`config.mk`:
```
export PLATFORM = sky130hd
export DESIGN_NAME = tcc_pair
export DESIGN_NICKNAME = d
export VERILOG_FILES = /design/src/tcc_pkg.sv /design/src/tcc_pair.sv
export VERILOG_INCLUDE_DIRS = /design/src
export SDC_FILE = /design/constraint.sdc
export NUM_CORES = 1
export LEC_CHECK = 0
export BUFFER_PORTS_ARGS = -buffer_cell sky130_fd_sc_hd__buf_2
export CAP_MARGIN = 20
export CORE_ASPECT_RATIO = 1.1
export CORE_MARGIN = 2
export CORE_UTILIZATION = 60
export CTS_CLUSTER_SIZE = 30
export DETAILED_ROUTE_END_ITERATION = 10
export HOLD_SLACK_MARGIN = 0.03
export PLACE_DENSITY = 0.81
export SKIP_CTS_REPAIR_TIMING = 1
export SYNTH_ARGS = -nofsm -noshare
export SYNTH_HDL_FRONTEND = slang
export SYNTH_SLANG_ARGS = --single-unit
export TNS_END_PERCENT = 10
```
`constraint.sdc`:
```
create_clock -name clk_sys_i -period 6.5 [get_ports clk_sys_i]
set_input_delay 0 -clock clk_sys_i [delete_from_list [all_inputs] [get_ports clk_sys_i]]
set_output_delay 0 -clock clk_sys_i [all_outputs]
set_load 0.05 [all_outputs]
```
`src/tcc_regs.svh`:
```
// Register offsets, field positions and reset values of the channel pair
// capture/compare block. Byte addresses on a 32-bit Avalon-MM slave.
`ifndef TCC_REGS_SVH
`define TCC_REGS_SVH
`define TCC_ADDR_W        8
`define TCC_OFS_PAIR_CTL  8'h1c
`define TCC_OFS_EN_POL    8'h20
`define TCC_OFS_CH2_CV    8'h3c
`define TCC_OFS_CH3_CV    8'h40
`define TCC_OFS_PROTECTION_LEVEL      8'h44
`define TCC_OFS_CH2_ADD   8'h50
`define TCC_OFS_STATUS    8'h54
`define TCC_RST_PAIR_CTL  32'h0000_0000
`define TCC_RST_EN_POL    16'h0000
`define TCC_RST_CV        16'h0000
`define TCC_PROTECTION_LEVEL_POS      8
`define TCC_PROTECTION_LEVEL_LOCKED   2'h3
`define TCC_DIR_HI_POS    30
`define TCC_EP_CH2_BASE   8
`define TCC_EP_STRIDE     4
`define TCC_MSEL_BOTH     2'h3
`define TCC_MSEL_MAIN     2'h0
`endif

```
`src/tcc_pkg.sv`:
```
// Types shared by the channel pair capture/compare block.
// Assumes the constants of tcc_regs.svh.
package tcc_pkg;
	typedef struct packed
	{
		logic        read;
		logic        write;
		logic [7:0]  address;
		logic [31:0] writedata;
		logic [3:0]  byteenable;
	} tcc_avs_req_s;

	typedef enum logic [7:0]
	{
		TCC_CMP_HOLD  = 8'h01,
		TCC_CMP_SET   = 8'h02,
		TCC_CMP_CLR   = 8'h04,
		TCC_CMP_TOG   = 8'h08,
		TCC_CMP_LOW   = 8'h10,
		TCC_CMP_HIGH  = 8'h20,
		TCC_CMP_PWM0  = 8'h40,
		TCC_CMP_PWM1  = 8'h80
	} tcc_cmp_e;

	typedef struct packed
	{
		logic             ack;
		logic [31:0]      rdata;
		logic [1:0][7:0]  ctl;
		logic [1:0]       dir_hi;
		logic [15:0]      en_pol;
		logic [1:0]       protection_level;
		logic [1:0][15:0] cv;
		logic [1:0][15:0] cv_pre;
		logic [15:0]      add_cv;
		logic [1:0]       cref;
		logic [3:0]       flt;
		logic [3:0][3:0]  flt_cnt;
		logic [4:0]       div;
		logic [1:0]       sel_prev;
		logic [1:0][2:0]  psc_cnt;
		logic [1:0]       cap;
		logic [3:0]       pin;
	} tcc_state_s;
endpackage

```
`src/tcc_pair.sv`:
```
// Capture/compare logic of timer channels 2 and 3 with the enable/polarity
// register; an Avalon-MM slave with registered waitrequest.
// Assumes counter, update event, trigger and multi-mode selects come from
// the timer core, all synchronous to clk_sys_i.
//
// Functional notes
// - Channel 3 direction codes select input source
// - Channel 3 direction locked while channel active
// - Channel 2 direction codes select input source
// - Channel 2 direction locked while channel active
// - Trigger input only when trigger source selected
// - External trigger clears reference when enabled
// - Compare modes hold, set, clear, toggle, force
// - PWM mode 0 reference levels
// - PWM mode 1 reference levels
// - PWM level changes only on comparison/mode
// - Composite PWM uses both compare values
// - Compare mode locked under full protection
// - Shadowed compare value loads on update
// - Multi output shares reference, own polarity
// - Input filter needs N equal samples
// - Capture prescaler 1, 2, 4, 8 edges
// - Prescaler cleared while channel disabled
// - Input mode reinterprets control bits
// - Four enable/polarity bits per channel
// - Half-word and word access to enables
// - Enable gates output or capture
// - Polarity: output level or capture edge
`timescale 1ns/100ps
`include "tcc_regs.svh"
module tcc_pair
(
	input  wire logic                  clk_sys_i,
	input  wire logic                  sys_rst_i,
	input  wire tcc_pkg::tcc_avs_req_s avs_req_i,
	output logic [31:0]                avs_readdata_o,
	output logic                       avs_waitrequest_o,
	input  wire logic [15:0]           counter_value_i,
	input  wire logic                  count_down_i,
	input  wire logic                  update_evt_i,
	input  wire logic                  filtered_ext_trigger_i,
	input  wire logic                  internal_trigger_sig_i,
	input  wire logic                  trigger_source_valid_i,
	input  wire logic                  ch2_composite_pwm_en_i,
	input  wire logic [1:0]            ch2_multi_mode_sel_i,
	input  wire logic [1:0]            ch3_multi_mode_sel_i,
	input  wire logic [3:0]            chan_in_i,
	output logic                       ch2_output_pin_o,
	output logic                       ch2_multi_output_pin_o,
	output logic                       ch3_output_pin_o,
	output logic                       ch3_multi_output_pin_o,
	output logic [1:0]                 capture_o
);
	import tcc_pkg::*;

	tcc_state_s st;
	tcc_state_s n;

	////////////////////////////////////////////////////////////////////////
	// Filter sample count per code; zero means no filtering.
	function automatic logic [3:0] flt_need(input logic [3:0] c);
		case (c)
			4'h1: flt_need = 4'h2;
			4'h2: flt_need = 4'h4;
			4'h4, 4'h6, 4'h8, 4'hb, 4'he: flt_need = 4'h6;
			4'ha, 4'hd: flt_need = 4'h5;
			4'h0: flt_need = 4'h0;
			default: flt_need = 4'h8;
		endcase
	endfunction

	// Divider mask of the sample rate; the dead-time clock equals clk.
	function automatic logic [4:0] flt_mask(input logic [3:0] c);
		if (c < 4'h4)
			flt_mask = 5'h00;
		else if (c < 4'h6)
			flt_mask = 5'h01;
		else if (c < 4'h8)
			flt_mask = 5'h03;
		else if (c < 4'ha)
			flt_mask = 5'h07;
		else if (c < 4'hd)
			flt_mask = 5'h0f;
		else
			flt_mask = 5'h1f;
	endfunction

	function automatic logic [7:0] merge(input logic [7:0] o,
		input logic [7:0] w, input logic be);
		merge = be ? w : o;
	endfunction

	////////////////////////////////////////////////////////////////////////
	logic [31:0] rd;
	logic [2:0]  dir [2];
	logic        wr;
	logic        adr_ctl;

	always_comb
	begin
		rd = 32'h0000_0000;
		for (int i = 0; i < 2; i++)
			dir[i] = {st.dir_hi[i], st.ctl[i][1:0]};
		wr = st.ack & avs_req_i.write;
		adr_ctl = avs_req_i.address == `TCC_OFS_PAIR_CTL;
		if (adr_ctl)
		begin
			rd[31:30] = {st.dir_hi[1], st.dir_hi[0]};
			rd[15:8] = st.ctl[1] & ((dir[1] == 3'h0) ? 8'hfb : 8'hff);
			rd[7:0] = st.ctl[0] & ((dir[0] == 3'h0) ? 8'hfb : 8'hff);
		end
		else if (avs_req_i.address == `TCC_OFS_EN_POL)
			rd[15:0] = st.en_pol;
		else if (avs_req_i.address == `TCC_OFS_CH2_CV)
			rd[15:0] = st.cv[0];
		else if (avs_req_i.address == `TCC_OFS_CH3_CV)
			rd[15:0] = st.cv[1];
		else if (avs_req_i.address == `TCC_OFS_PROTECTION_LEVEL)
			rd[9:8] = st.protection_level;
		else if (avs_req_i.address == `TCC_OFS_CH2_ADD)
			rd[15:0] = st.add_cv;
		else if (avs_req_i.address == `TCC_OFS_STATUS)
			rd[3:0] = {st.flt[1:0], st.cref};
	end

	////////////////////////////////////////////////////////////////////////
	logic [1:0] msel [2];
	logic       en [2];
	logic       men [2];
	logic       pol [2];
	logic       mpol [2];
	logic       sel [2];
	logic       edge_hit [2];
	logic       match;
	logic       below;
	logic       above;
	logic       pwm;
	logic       nref;
	logic [3:0] fcode;
	logic [3:0] need;
	logic [2:0] plim;
	logic [7:0] wb;
	tcc_cmp_e   md;

	always_comb
	begin
		n = st;
		n.cap = 2'h0;
		msel[0] = ch2_multi_mode_sel_i;
		msel[1] = ch3_multi_mode_sel_i;
		match = 1'b0;
		below = 1'b0;
		above = 1'b0;
		pwm = 1'b0;
		nref = 1'b0;
		fcode = 4'h0;
		need = 4'h0;
		plim = 3'h0;
		wb = 8'h00;
		md = TCC_CMP_HOLD;

		// Bus answer: one wait cycle, then waitrequest drops for one edge.
		if (st.ack)
			n.ack = 1'b0;
		else if (avs_req_i.read || avs_req_i.write)
		begin
			n.ack = 1'b1;
			n.rdata = rd;
		end

		n.div = st.div + 5'h01;
		for (int i = 0; i < 2; i++)
		begin
			en[i] = st.en_pol[`TCC_EP_CH2_BASE + `TCC_EP_STRIDE * i];
			pol[i] = st.en_pol[`TCC_EP_CH2_BASE + `TCC_EP_STRIDE * i + 1];
			men[i] = st.en_pol[`TCC_EP_CH2_BASE + `TCC_EP_STRIDE * i + 2];
			mpol[i] = st.en_pol[`TCC_EP_CH2_BASE + `TCC_EP_STRIDE * i + 3];
		end

		// Digital filters: k = ch2, ch3, ch2 multi, ch3 multi.
		for (int k = 0; k < 4; k++)
		begin
			fcode = st.ctl[k % 2][7:4];
			need = flt_need(fcode);
			if (fcode == 4'h0)
			begin
				n.flt[k] = chan_in_i[k];
				n.flt_cnt[k] = 4'h0;
			end
			else if ((st.div & flt_mask(fcode)) == 5'h00)
			begin
				if (chan_in_i[k] == st.flt[k])
					n.flt_cnt[k] = 4'h0;
				else if (st.flt_cnt[k] + 4'h1 >= need)
				begin
					n.flt[k] = chan_in_i[k];
					n.flt_cnt[k] = 4'h0;
				end
				else
					n.flt_cnt[k] = st.flt_cnt[k] + 4'h1;
			end
		end

		for (int i = 0; i < 2; i++)
		begin
			// Capture source and edge.
			case (dir[i])
				3'h1: sel[i] = st.flt[i];
				3'h2: sel[i] = st.flt[1 - i];
				3'h3: sel[i] = internal_trigger_sig_i
					& trigger_source_valid_i;
				3'h4: sel[i] = st.flt[2 + i];
				default: sel[i] = 1'b0;
			endcase
			n.sel_prev[i] = sel[i];
			case ({mpol[i], pol[i]})
				2'h0: edge_hit[i] = sel[i] & ~st.sel_prev[i];
				2'h1: edge_hit[i] = ~sel[i] & st.sel_prev[i];
				2'h3: edge_hit[i] = sel[i] ^ st.sel_prev[i];
				default: edge_hit[i] = 1'b0;
			endcase
			plim = 3'((1 << st.ctl[i][3:2]) - 1);
			if (!en[i])
				n.psc_cnt[i] = 3'h0;
			else if (dir[i] != 3'h0 && edge_hit[i])
			begin
				if (st.psc_cnt[i] >= plim)
				begin
					n.psc_cnt[i] = 3'h0;
					n.cap[i] = 1'b1;
					n.cv[i] = counter_value_i;
				end
				else
					n.psc_cnt[i] = st.psc_cnt[i] + 3'h1;
			end

			// Compare reference.
			match = counter_value_i == st.cv[i];
			below = counter_value_i < st.cv[i];
			above = counter_value_i > st.cv[i];
			pwm = count_down_i ? ~above : below;
			if (i == 0 && ch2_composite_pwm_en_i && dir[0] == 3'h0)
				pwm = counter_value_i < st.cv[0]
					|| counter_value_i >= st.add_cv;
			md = tcc_cmp_e'(8'h01 << st.ctl[i][6:4]);
			case (md)
				TCC_CMP_SET: nref = match ? 1'b1 : st.cref[i];
				TCC_CMP_CLR: nref = match ? 1'b0 : st.cref[i];
				TCC_CMP_TOG: nref = match ? ~st.cref[i] : st.cref[i];
				TCC_CMP_LOW: nref = 1'b0;
				TCC_CMP_HIGH: nref = 1'b1;
				TCC_CMP_PWM0: nref = pwm;
				TCC_CMP_PWM1: nref = ~pwm;
				default: nref = st.cref[i];
			endcase
			if (st.ctl[i][7] && filtered_ext_trigger_i)
				nref = 1'b0;
			n.cref[i] = (dir[i] == 3'h0) ? nref : 1'b0;
			if (update_evt_i && st.ctl[i][3] && dir[i] == 3'h0)
				n.cv[i] = st.cv_pre[i];

			// Pins from reference and polarity.
			n.pin[2 * i] = (dir[i] == 3'h0) & en[i]
				& (st.cref[i] ^ pol[i]);
			n.pin[2 * i + 1] = (dir[i] == 3'h0) & men[i]
				& (msel[i] == `TCC_MSEL_BOTH)
				& (st.cref[i] ^ mpol[i]);
		end

		// Register writes, taken at the edge where waitrequest is low.
		if (wr && adr_ctl)
		begin
			for (int i = 0; i < 2; i++)
			begin
				wb = merge(st.ctl[i], avs_req_i.writedata[8 * i +: 8],
					avs_req_i.byteenable[i]);
				if (st.protection_level == `TCC_PROTECTION_LEVEL_LOCKED && dir[i] == 3'h0)
					wb[6:3] = st.ctl[i][6:3];
				if (en[i] || (msel[i] != `TCC_MSEL_MAIN && men[i]))
					wb[1:0] = st.ctl[i][1:0];
				else if (avs_req_i.byteenable[3])
					n.dir_hi[i] =
						avs_req_i.writedata[`TCC_DIR_HI_POS + i];
				n.ctl[i] = wb;
			end
		end
		else if (wr && avs_req_i.address == `TCC_OFS_EN_POL)
		begin
			n.en_pol[7:0] = merge(st.en_pol[7:0],
				avs_req_i.writedata[7:0], avs_req_i.byteenable[0]);
			n.en_pol[15:8] = merge(st.en_pol[15:8],
				avs_req_i.writedata[15:8], avs_req_i.byteenable[1]);
		end
		else if (wr && avs_req_i.address == `TCC_OFS_PROTECTION_LEVEL
			&& avs_req_i.byteenable[1])
			n.protection_level = avs_req_i.writedata[`TCC_PROTECTION_LEVEL_POS +: 2];
		else if (wr && avs_req_i.address == `TCC_OFS_CH2_ADD)
			n.add_cv = avs_req_i.writedata[15:0];
		for (int i = 0; i < 2; i++)
			if (wr && dir[i] == 3'h0 && avs_req_i.address ==
				(i == 0 ? `TCC_OFS_CH2_CV : `TCC_OFS_CH3_CV))
			begin
				n.cv_pre[i] = avs_req_i.writedata[15:0];
				if (!st.ctl[i][3])
					n.cv[i] = avs_req_i.writedata[15:0];
			end
	end

	always_ff @(posedge clk_sys_i or posedge sys_rst_i)
	begin
		if (sys_rst_i)
			st <= '0;
		else
			st <= n;
	end

	assign avs_readdata_o = st.rdata;
	assign avs_waitrequest_o = ~st.ack;
	assign ch2_output_pin_o = st.pin[0];
	assign ch2_multi_output_pin_o = st.pin[1];
	assign ch3_output_pin_o = st.pin[2];
	assign ch3_multi_output_pin_o = st.pin[3];
	assign capture_o = st.cap;
endmodule

```
# After elaboration in Yosys (flattened, before gate mapping)

Memory sizes are Yosys's and may differ from the RTL's.
Index checks and enable logic that the tools add are counted.

Register bits after elaboration: 176
Latch bits: 0
RAM bits: 0
Memory bits (read-only): 256
Input port bits: 78
Output and inout port bits: 39
Memories: 4

Add/subtract/negate cells: 9
Multipliers: 0
Div/mod/pow operators: 0
Magnitude comparators: 21
Equality and inequality tests: 56
Shift operators: 4
Muxes and demuxes: 102
Bitwise logic cells: 44
Reduce and logical (&&, ||, !) cells: 63

Memories:

| name            | depth | width | rd ports | clocked after Yosys merged registers in | wr ports | RTL line       | source |
|---|---|---|---|---|---|---|---|
| (no name shown) | 16    | 4     | 1        | 0                                       | 0        | tcc_pair.sv:62 | `case (c)` |
| (no name shown) | 16    | 4     | 1        | 0                                       | 0        | tcc_pair.sv:62 |  |
| (no name shown) | 16    | 4     | 1        | 0                                       | 0        | tcc_pair.sv:62 |  |
| (no name shown) | 16    | 4     | 1        | 0                                       | 0        | tcc_pair.sv:62 |  |

Operator list:

| kind                                                            | number |
|---|---|
| 16-bit two-way mux                                              | 16 |
| 4-bit two-way mux                                               | 18 |
| 5-bit two-way mux                                               | 12 |
| 8-bit by 7-bit == test with 1-bit output, second input constant | 6 |
| 3-bit AND reduction                                             | 13 |
| 1-bit two-way mux                                               | 36 |
| 33-bit two-way mux                                              | 1 |
| 16-bit == test                                                  | 2 |
| 8-bit by 6-bit == test with 1-bit output, second input constant | 4 |
| 16-bit greater-than comparator                                  | 2 |
| 16-bit less-than comparator                                     | 2 |
| 8-bit by 5-bit == test with 1-bit output, second input constant | 3 |
| 4-bit less-than comparator, second input constant               | 6 |
| 3-bit two-way mux                                               | 8 |
| 4-bit != test, second input constant                            | 6 |
| 1-bit logical AND                                               | 22 |
| 1-bit inverter                                                  | 18 |
| 4-bit by 1-bit adder with 4-bit output, second input constant   | 4 |
| 1-bit AND                                                       | 16 |
| 8-bit AND                                                       | 2 |
| 8-bit by 2-bit == test with 1-bit output, second input constant | 2 |
| 8-bit by 3-bit == test with 1-bit output, second input constant | 2 |
| 8-bit by 4-bit == test with 1-bit output, second input constant | 2 |
| 8-bit == test, second input constant                            | 2 |
| 37 further kinds                                                | 94 |

# Depth between registers and ports, before layout

Gate-level depths: netlist of run 1.

Word-level depth: 11
Mapped depth: 15
Mapped depth without buffers: 13

# Worst setup path after synthesis of run 1

Ideal clock, no wire load.

Path kind: register to register
Start point: register st[146] in the netlist's numbering
End point: register st[19] in the netlist's numbering
Arrival: 2.707 ns
Path slack: 3.728 ns
Cell stages (with the launch flop): 11
Path buffers: 0
Period minus slack after synthesis: 2.772 ns
Cells stage by stage: dfrtp_1 -> inv_1 -> ha_1 -> inv_1 -> mux4_2 -> ha_1 -> a21o_1 -> a21o_1 -> a211o_1 -> nor3_1 -> mux2_2

Cells in the longest elaborated chain, start to end: 10
Elaborated cells on any way between the ends: 21
Classes of those cells: order compare: 6; mux: 10; bitwise: 1; reduce/logical: 3; memory: 1

Ends and longest elaborated chain:

| element                      | RTL line        | source |
|---|---|---|
| from (decl)                  | tcc_pair.sv:56  | `tcc_state_s st;` |
| from (signal assigned)       | tcc_pair.sv:314 | `st <= n;` |
| 4-bit less-than comparator   | tcc_pair.sv:82  | `else if (c < 4'hd)` |
| 5-bit two-way mux            | tcc_pair.sv:82  |  |
| 5-bit two-way mux            | tcc_pair.sv:80  | `else if (c < 4'ha)` |
| 5-bit two-way mux            | tcc_pair.sv:78  | `else if (c < 4'h8)` |
| 5-bit two-way mux            | tcc_pair.sv:76  | `else if (c < 4'h6)` |
| 5-bit two-way mux            | tcc_pair.sv:74  | `if (c < 4'h4)` |
| 5-bit two-way mux            | tcc_pair.sv:185 | `if (fcode == 4'h0)` |
| 5-bit AND                    | tcc_pair.sv:190 | `else if ((st.div & flt_mask(fcode)) == 5'h00)` |
| 5-bit zero test              | tcc_pair.sv:190 |  |
| 2-bit nonzero test (no line) | -               |  |

Several ways; a longest one is shown, not always the timed one. The select of a mux whose other input is x is not followed.
A chain may end at the register's enable or synchronous reset.

==> flow_metrics.tcl, run 1 <==
set metrics [dict create \
    status "finished, final reports clean" \
    slew_headroom_pct 26.88 \
    fillers 1423 \
    clk_pin_slew_ps 70 \
    antenna_left 0 \
    antenna_cells 0 \
    vias 9406 \
    cts_htree_levels 4 \
    routed_wl_mm 30.89 \
    coreArea_um2 17870 \
    syn_area_um2 11010 \
    pwr_density_cell_nw_per_um2 225.6 \
    skew_ps 8.536 \
    rsz0062_at_grt "no" \
    yosys.cell_types.count 72 \
    drc 0 \
    setup_violations 0 \
    fin_crit_ps 3954 \
    final_nets 1428 \
    cp_max_fo 17 \
    irDropWorstVdd_v 0.0002016 \
    ys_ff_latch 176 \
    fin_cells 1510 \
    synth_top_area_share_pct 40.01 \
    grt.total_usage_pct 31.85 \
    slew_viol_final 0 \
    via_per_inst 6.229 \
    grt_pass1_vias 8916 \
    cts_tree "built" \
    synth_cells 1184 \
    syn2layout_area_growth_pct 11.72 \
    worst_slew_pin_slew_ps 1097 \
    place.detailed.hpwl_mm 21.79 \
    arrival_ps 4260 \
    yosysWarnings 0 \
    holdCritPathClass "in2reg" \
    startpoint_type "flop" \
    globalRouteOverflowTotal 0 \
    utilization_pct 68.82 \
    ys_top_cells_by_area "dfrtp_1 (40%), ha_1 (10%), o21ai_0 (6.5%)" \
    clock_path_buffers 2 \
    ys_seq_area_share_pct 40.01 \
    end_kind "flop" \
    fin_crit_sh_pct 60.83 \
    required_ps 6810 \
    first_iter_violations 934 \
    clock_latency_ps 430 \
    worst_slack_ps 2546 \
    ios 117 \
    avgSynthCellArea_um2 9.296 \
    synth_flop_cell "dfrtp_1" \
    critPathKind "reg2reg" \
    grt_pass1_wl_mm 47.96 \
    fmax_mhz 252.9 \
    grt_antenna_before_repair 0 \
    dp_cells 1443 \
    hold_viol 0 \
    yosysTopAreaCell "dfrtp_1" \
    placed_area_um2 11350 \
    dieArea_um2 19450 \
    ys_async_sr_fraction_pct 100.0 \
    maxCapViolCount 0 \
    drtPass1Iterations 6 \
    fp.dieW_um 133.1 \
    grt_max_degree 73 \
    cts_buffers 17 \
    r2r_slack_ps 2550 \
    initial_core_util_pct 61.60 \
    mostFrequentLayoutCell "dfrtp_1" \
    clock-sinks 176 \
    synth_edf_count 0 \
    cts_root_buf "clkbuf_16" \
    io_buffers 87 \
    die_h_um 146.1 \
    tns_ps 0 \
    num_rows 51 \
    drt-wirelength-per-cell_um 20.46 \
    most-common-layout-cells "dfrtp_1 (176), o21ai_0 (142), nand2_1 (116)" \
    final_layout_size_suffix_gt1_share_pct 16.04 \
    pre_cts_slack_ps 2655 \
    place_congestion 0.9408 \
    design_area_um2 12300 \
    power_leakage_uw 0.005769 \
]
-- final timing paths --
path	from	to	cells past startpoint
worst min register to register	avs_readdata_o[30]$_DFFE_PP0P_	avs_readdata_o[30]$_DFFE_PP0P_	2
worst min-delay path	counter_value_i[10]	st[99]$_DFF_PP0_	4
worst max-delay path	st[36]$_DFFE_PP0P_	st[109]$_DFF_PP0_	12
min in group asynchronous	sys_rst_i	avs_readdata_o[12]$_DFFE_PP0P_	3
worst max register to register	st[36]$_DFFE_PP0P_	st[109]$_DFF_PP0_	12
max in group asynchronous	sys_rst_i	dir[2]$_DFFE_PP0P_	5
-- routing by layer --
metal / wire length [um] / GRT usage, % / up-vias
met5: 0 / 0 / -
met1: 12910 / 42.80 / 4567
li1: - / - / 4333
met2: 14640 / 50.98 / 426
met3: 2391 / 5.625 / 80
met4: 950 / 13.78 / 0
-- cells by family (layout without fill, tap and decap cells) --
family	Yosys count	count (layout)	synth area share (%)
other cells	1	14	0.03407
fa+ha+maj	91	91	10.34
buf+inv	180	255	7.844
mux	61	61	6.241
flops	176	176	40.01
xor+xnor	20	20	1.591
compound gates	351	351	20.10
simple gates	304	304	13.83
-- power by group --
part           internal (uW)  switching (uW)  total [uW]
registers               1170            67.5        1230
logic                    187             302         490
clock network            608             442        1050
-- Yosys cell counts (all sizes together) (2+ instances only) --
master	number
nor4	2
o21a	5
nand2b	13
a22oi	13
nor3b	17
a211oi	21
ha	91
nor3	14
o21ai	146
dfrtp	176
or3	3
nand4	12
nor2b	17
a2bb2oi	9
nor2	49
buf	52
a211o	2
o31ai	2
or2	4
and3	6
a2111oi	3
mux2	51
nand3	39
a221o	13
a31o	15
nand3b	4
a21oi	50
o211ai	4
nand2	116
a22o	12
xor2	7
o22ai	28
or4	2
a21boi	2
and2	3
a31oi	4
a21o	15
mux2i	9
inv	91
clkbuf	37
xnor2	13
-- area by class of cell --
| class | instances | area (um2) | area share (%) |
|---|---|---|---|
| clock inverters | 8 | 103.9 | 0.8445 |
| inverters | 91 | 346.6 | 2.818 |
| repair buffers | 132 | 858.3 | 6.980 |
| flip-flops and latches | 176 | 4404 | 35.82 |
| clock buffers | 24 | 491.7 | 3.999 |
| well taps | 238 | 297.8 | 2.422 |
| multi-input cells | 841 | 5794 | 47.12 |
-- state kept, by name, summed over array words and instances, names as in the netlist, 2 cells and up --
signal and flops:
en 2, st 134, mpol 2, men 2, dir 6, pol 2, capture_o 2, avs_readdata_o 18
fcode 4
-- critical path, stage by stage (launching register included) --
cell	delay, ps
dfrtp_1	480
inv_1	90
o21ai_0	90
a21oi_1	150
nor2_1	50
a31oi_1	260
inv_1	100
ha_1	280
o22ai_1	220
nand3_1	710
or2_1	830
a211oi_1	420
o22ai_1	130
-- stage by stage --
| step | hold slack, ps | power (uW) |
|---|---|---|
| 6_report | 16.11 | 2774 |
| 4_1_cts | -307.8 | 2753 |
| 2_1_floorplan | 116.8 | 1589 |
| 3_5_place_dp | 154.4 | 1716 |
| 3_3_place_gp | 143.7 | 1701 |
| 5_1_grt | 31.14 | 2877 |
(Power assumes the default switching activity.)
==> run 2, diff against run 1 <==
==> constraint.sdc (replaced) <==
create_clock -name clk_sys_i -period 3.9 [get_ports clk_sys_i]
set_input_delay 0 -clock clk_sys_i [delete_from_list [all_inputs] [get_ports clk_sys_i]]
set_output_delay 0 -clock clk_sys_i [all_outputs]
set_load 0.05 [all_outputs]
==> run 2 against run 1 <==
Net effect:
- maximum frequency is 24% higher
- clock skew is 1.2 ps lower
- die area stayed put
- power is 73% higher
- design area is 1.0% higher
- register-to-register slack worse by 1800 ps
- flip-flop and latch count stayed put
- utilization is 0.69 points higher
- critical path type unchanged
- highest routed layer unchanged
==> flow_metrics.tcl, run 2 (synthesis results as in run 1) <==
set metrics [dict create \
    grt_antenna_before_repair 0 \
    top_register "st" \
    cts_tree "built" \
    startpoint_type "flop" \
    die_h_um 146.1 \
    ios 117 \
    routed_wl_mm 31.07 \
    skew_ps 7.319 \
    num_rows 51 \
    via_per_inst 6.312 \
    largest_reg_flops 134 \
    place_congestion 0.9303 \
    mostFrequentLayoutCell "dfrtp_1" \
    first_iter_violations 907 \
    most-common-layout-cells "dfrtp_1 (176), o21ai_0 (142), nand2_1 (116)" \
    multiInputGateArea_um2 5794 \
    final_layout_size_suffix_gt1_share_pct 16.29 \
    holdCritPathClass "in2reg" \
    worst_slew_pin_slew_ps 1091 \
    antenna_left 0 \
    end_kind "flop" \
    drt-wirelength-per-cell_um 20.51 \
    grt_pass1_vias 9298 \
    antenna_cells 0 \
    fillers 1369 \
    hold_viol 0 \
    io_buffers 87 \
    coreArea_um2 17870 \
    clk_pin_slew_ps 70 \
    pwr_density_cell_nw_per_um2 386.4 \
    final_nets 1435 \
    dieArea_um2 19450 \
    power_leakage_uw 0.005837 \
    syn2layout_area_growth_pct 12.83 \
    hold_ws_ps 14.01 \
    clock-sinks 176 \
    grt.total_usage_pct 32.47 \
    drc 0 \
    fin_cells 1515 \
    cp_max_fo 16 \
    setup_violations 0 \
    grt_max_degree 177 \
    rsz0062_at_grt "no" \
    status "finished, final reports clean" \
    fmax_mhz 313.7 \
    irDropWorstVdd_v 0.0003554 \
    drtPass1Iterations 5 \
    slew_viol_final 0 \
    dp_cells 1450 \
    register_area_um2 4404 \
    arrival_ps 3540 \
    tns_ps 0 \
    fp.dieW_um 133.1 \
    globalRouteOverflowTotal 0 \
    cts_buffers 17 \
    required_ps 4260 \
    clock_latency_ps 440 \
    slew_headroom_pct 27.29 \
    maxCapViolCount 0 \
    clock_path_buffers 2 \
    vias 9563 \
    critPathKind "reg2reg" \
    fin_crit_ps 3188 \
    cts_htree_levels 4 \
    fin_crit_sh_pct 81.74 \
    place.detailed.hpwl_mm 21.83 \
    cts_root_buf "clkbuf_16" \
    initial_core_util_pct 61.60 \
    grt_pass1_wl_mm 49.38 \
]
-- run 2: cell count changes in the layout (fill, tap and decap cells not counted), sizes merged --
cell / previous run / this run
buf: 99 / 104
bufinv: 2 / 5
clkbuf: 25 / 21
clkinv: 2 / 4
clkinvlp: 4 / 1
dlygate4sd3: 32 / 35
inv: 91 / 90
-- run 2: per-layer routing --
| layer | routed length [um] | vias to the layer above | GRT usage [%] |
|---|---|---|---|
| li1 | - | 4347 | - |
| met1 | 12410 | 4610 | 43.90 |
| met2 | 14690 | 503 | 51.63 |
| met3 | 2832 | 103 | 5.694 |
| met4 | 1129 | 0 | 14.20 |
| met5 | 0 | - | 0 |
-- run 2: report_power, final --
part	switching (uW)	leakage [uW]	total, uW	internal (uW)
Clock	731	0.000319	1910	1180
Sequential	115	0.00232	2060	1940
Combinational	509	0.00320	825	317
Total	1350	0.00584	4800	3440
-- run 2: path summary, 6_finish.rpt --
check,slack [ps],startpoint,endpoint,cells after the start
worst min-delay path,10,counter_value_i[5],st[94]$_DFF_PP0_,4
worst max-delay path,710,dir[4]$_DFFE_PP0P_,st[91]$_DFF_PP0_,12
worst min register to register,480,avs_readdata_o[2]$_DFFE_PP0P_,avs_readdata_o[2]$_DFFE_PP0P_,1
min in group asynchronous,350,sys_rst_i,st[34]$_DFFE_PP0P_,4
worst max register to register,710,dir[4]$_DFFE_PP0P_,st[91]$_DFF_PP0_,12
max in group asynchronous,2760,sys_rst_i,st[103]$_DFF_PP0_,4
-- run 2: layout make-up --
class,instances,share of cell area (%)
clock buffer,21,3.788
multi-input combinational,841,46.66
clock inverter,9,1.461
timing repair buffer,139,7.455
inverter,91,2.781
tap,238,2.398
sequential,176,35.46
-- run 2: worst max-delay path, stage by stage (launching register included) --
cell     delay [ps]
dfrtp_1         460
nand3_1         100
o21ai_0          80
a21oi_1         150
nor2_1           50
a31oi_1         200
inv_1           100
ha_1            280
o22ai_1         270
and3_1          800
nand3_1         200
a31o_2          280
o21ai_0         140
-- run 2: metrics by stage --
stage	cell area [um2]	power, uW	setup WS [ps]	utilization, %
finish	12420	4799	712.3	69.51
global route	12420	4984	442.1	69.51
CTS	12070	4764	753.5	67.55
detailed placement	11420	2868	798.6	63.90
global placement	11420	2840	854.2	63.90
floorplan	11060	2648	1128	-
==> run 3, diff against run 2 <==
--- a/config.mk
+++ b/config.mk
@@ -6,6 +6,7 @@
 export SDC_FILE = /design/constraint.sdc
 export NUM_CORES = 1
 export LEC_CHECK = 0
+export ABC_AREA = 1
 export BUFFER_PORTS_ARGS = -buffer_cell sky130_fd_sc_hd__buf_2
 export CAP_MARGIN = 20
 export CORE_ASPECT_RATIO = 1.1
==> constraint.sdc (replaced) <==
create_clock -name clk_sys_i -period 3.1 [get_ports clk_sys_i]
set_input_delay 0 -clock clk_sys_i [delete_from_list [all_inputs] [get_ports clk_sys_i]]
set_output_delay 0 -clock clk_sys_i [all_outputs]
set_load 0.05 [all_outputs]
==> run 3 against run 2 <==
Net effect:
- the run now ends with negative hold slack left
- critical path depth is 1 higher
- sequential power increased by 22%
- design area rose by 0.64%
- hold slack worse by 24 ps
- first-iteration DRC count grew 11%
- non-clock buffer count is 2 lower
- via count rose by 5.6%
- area after synthesis increased by 0.66%
- highest routed layer unchanged
==> flow_metrics.tcl, run 3 <==
set metrics [dict create \
    place_congestion 0.9289 \
    startpoint_type "flop" \
    use_met1_pct 41.76 \
    drt-wirelength-per-cell_um 16.42 \
    ios 117 \
    design_area_um2 12500 \
    setup_violations 0 \
    yosys.cell_types.count 48 \
    io_buffers 87 \
    synth.most_common_cell "nand2_1" \
    pwr_density_cell_nw_per_um2 458.0 \
    path_cells "inv_1, o41ai_1, nor2_1, inv_1, ha_1, or2_1, a31oi_4, nand3_2, buf_4, o21ai_0, nand2_1, nand3_1, o21ai_0" \
    skew_ps 9.666 \
    tns_ps 0 \
    final_layout_size_suffix_gt1_share_pct 12.56 \
    grt_pass1_vias 9404 \
    synth_top_area_share_pct 39.75 \
    placed_area_um2 11550 \
    hold_end "st[95]$_DFF_PP0_" \
    yosysTopAreaCell "dfrtp_1" \
    synth_flop_cell "dfrtp_1" \
    slowest_stage "dfrtp_1" \
    arrival_ps 3100 \
    cts_buffers 17 \
    cpPeakStageDelay_ps 450 \
    yosysWarnings 0 \
    cts_root_buf "clkbuf_16" \
    irDropWorstVdd_v 0.0004060 \
    grt_max_degree 64 \
    syn2layout_area_growth_pct 12.82 \
    initial_core_util_pct 60.60 \
    slew_viol_final 0 \
    synth_edf_count 0 \
    required_ps 3380 \
    vias 10100 \
    num_rows 52 \
    rr_worst_depth 13 \
    ys_ff_latch 176 \
    hold_viol 1 \
    largest_reg_flops 134 \
    place.detailed.hpwl_mm 21.36 \
    min_path_cells 5 \
    grt_use_met2_pct 48.30 \
    cts_tree "built" \
    syn_area_um2 11080 \
    clk_pin_slew_ps 70 \
    rsz0062_at_grt "no" \
    grt_antenna_before_repair 0 \
    slew_headroom_pct 36.38 \
    violations "negative hold slack" \
    coreArea_um2 18280 \
    fmax_mhz 354.9 \
    holdCritPathClass "in2reg" \
    r2r_slack_ps 280 \
    final_nets 1701 \
    maxCapViolCount 0 \
    worst_slew_pin_slew_ps 951.9 \
    cp_max_fo 31 \
    top_usage_layer "met2" \
    use_met3_pct 4.306 \
    ys_seq_area_share_pct 39.75 \
    fillers 1493 \
    clock_latency_ps 440 \
    via_per_inst 5.648 \
    power_leakage_uw 0.006391 \
    status "complete, but fails checks" \
    top_register "st" \
    mostFrequentLayoutCell "nand2_1" \
    most-common-layout-cells "nand2_1 (333), inv_1 (177), dfrtp_1 (176)" \
    timing.rr.end "st[112]$_DFF_PP0_" \
    grt_pass1_wl_mm 47.18 \
    fin_crit_sh_pct 90.89 \
    ys_top_cells_by_area "dfrtp_1 (40%), nand2_1 (11%), ha_1 (10%)" \
    drtPass1Iterations 8 \
    fin_crit_ps 2818 \
    antenna_cells 0 \
    globalRouteOverflowTotal 0 \
    routed_wl_mm 29.36 \
    critPathKind "reg2reg" \
    cts_htree_levels 4 \
    grt.total_usage_pct 30.49 \
    antenna_left 0 \
    fp.dieW_um 133.6 \
    clock-sinks 176 \
    ys_async_sr_fraction_pct 100.0 \
    reg2reg_from "dir[1]$_DFFE_PP0P_" \
    hold_ws_ps -10.43 \
    synthTopCellsByCount "nand2_1 (333), inv_1 (178), dfrtp_1 (176)" \
    first_iter_violations 1011 \
    clock_path_buffers 2 \
    end_kind "flop" \
    synth_cells 1437 \
    hp-start "counter_value_i[6]" \
    dieArea_um2 19570 \
    die_h_um 146.5 \
    avgSynthCellArea_um2 7.710 \
    drc 0 \
]
## run 3: power by group
group | total (uW) | switching, uW | internal (uW)
logic | 1180 | 786 | 396
clock network | 2030 | 955 | 1070
registers | 2510 | 79.6 | 2430
## run 3: kinds of logic after synthesis
logic type	synth area share, %
AND/OR/NAND/NOR	23.75
AO/OA/AOI/OAI	14.76
buffers and inverters	10.07
flip-flops	39.75
adder cells (fa/ha/maj)	10.28
XOR/XNOR	1.265
other	0.03385
multiplexers	0.09035
## run 3: stage by stage
step	hold slack, ps	total power (uW)	cells	utilization [%]	setup slack [ps]
2_1_floorplan	111.5	3369	1450	-	800.5
3_3_place_gp	205.5	3614	1716	63.16	453.6
3_5_place_dp	212.4	3672	1716	63.16	377.4
4_1_cts	-250.0	5694	1748	66.12	308.4
5_1_grt	40.82	6005	1788	68.37	66.48
6_report	-10.43	5724	1788	68.37	282.3
## run 3: critical path, delay by kind of cell, from the launching register on
kind / cells / cell delay (ps)
buffers and inverters: 3 / 440
and+or+nand+nor: 5 / 650
adders and majority gates: 1 / 220
AOI/OAI and AO/OA: 4 / 890
DFF: 1 / 450
## run 3: area by class of cell
class	count	area, um2	share of cell area, %
repair buffers	137	935.9	7.487
inverters	183	691.9	5.536
clock buffers	21	460.4	3.684
well taps	243	304.0	2.432
flip-flops and latches	176	4404	35.24
clock inverters	11	81.33	0.6507
multi-input cells	1017	5622	44.97
## run 3: per-layer routing
metal	vias to the layer above	part of all wire (%)
met3	83	6.2
met1	4757	43
met2	386	46
met4	0	4.3
li1	4872	-
met5	-	0
## run 3: worst max-delay path by stage
| stage | endpoint | cells after the start | start |
|---|---|---|---|
| 2_1_floorplan | st[30]$_DFFE_PP0P_ | 13 | st[146]$_DFFE_PP0P_ |
| 3_3_place_gp | st[22]$_DFFE_PP0P_ | 13 | st[146]$_DFFE_PP0P_ |
| 3_5_place_dp | st[21]$_DFFE_PP0P_ | 13 | st[146]$_DFFE_PP0P_ |
| 4_1_cts | st[20]$_DFFE_PP0P_ | 13 | st[146]$_DFFE_PP0P_ |
| 5_1_grt | st[30]$_DFFE_PP0P_ | 13 | st[146]$_DFFE_PP0P_ |
| 6_report | st[112]$_DFF_PP0_ | 13 | dir[1]$_DFFE_PP0P_ |
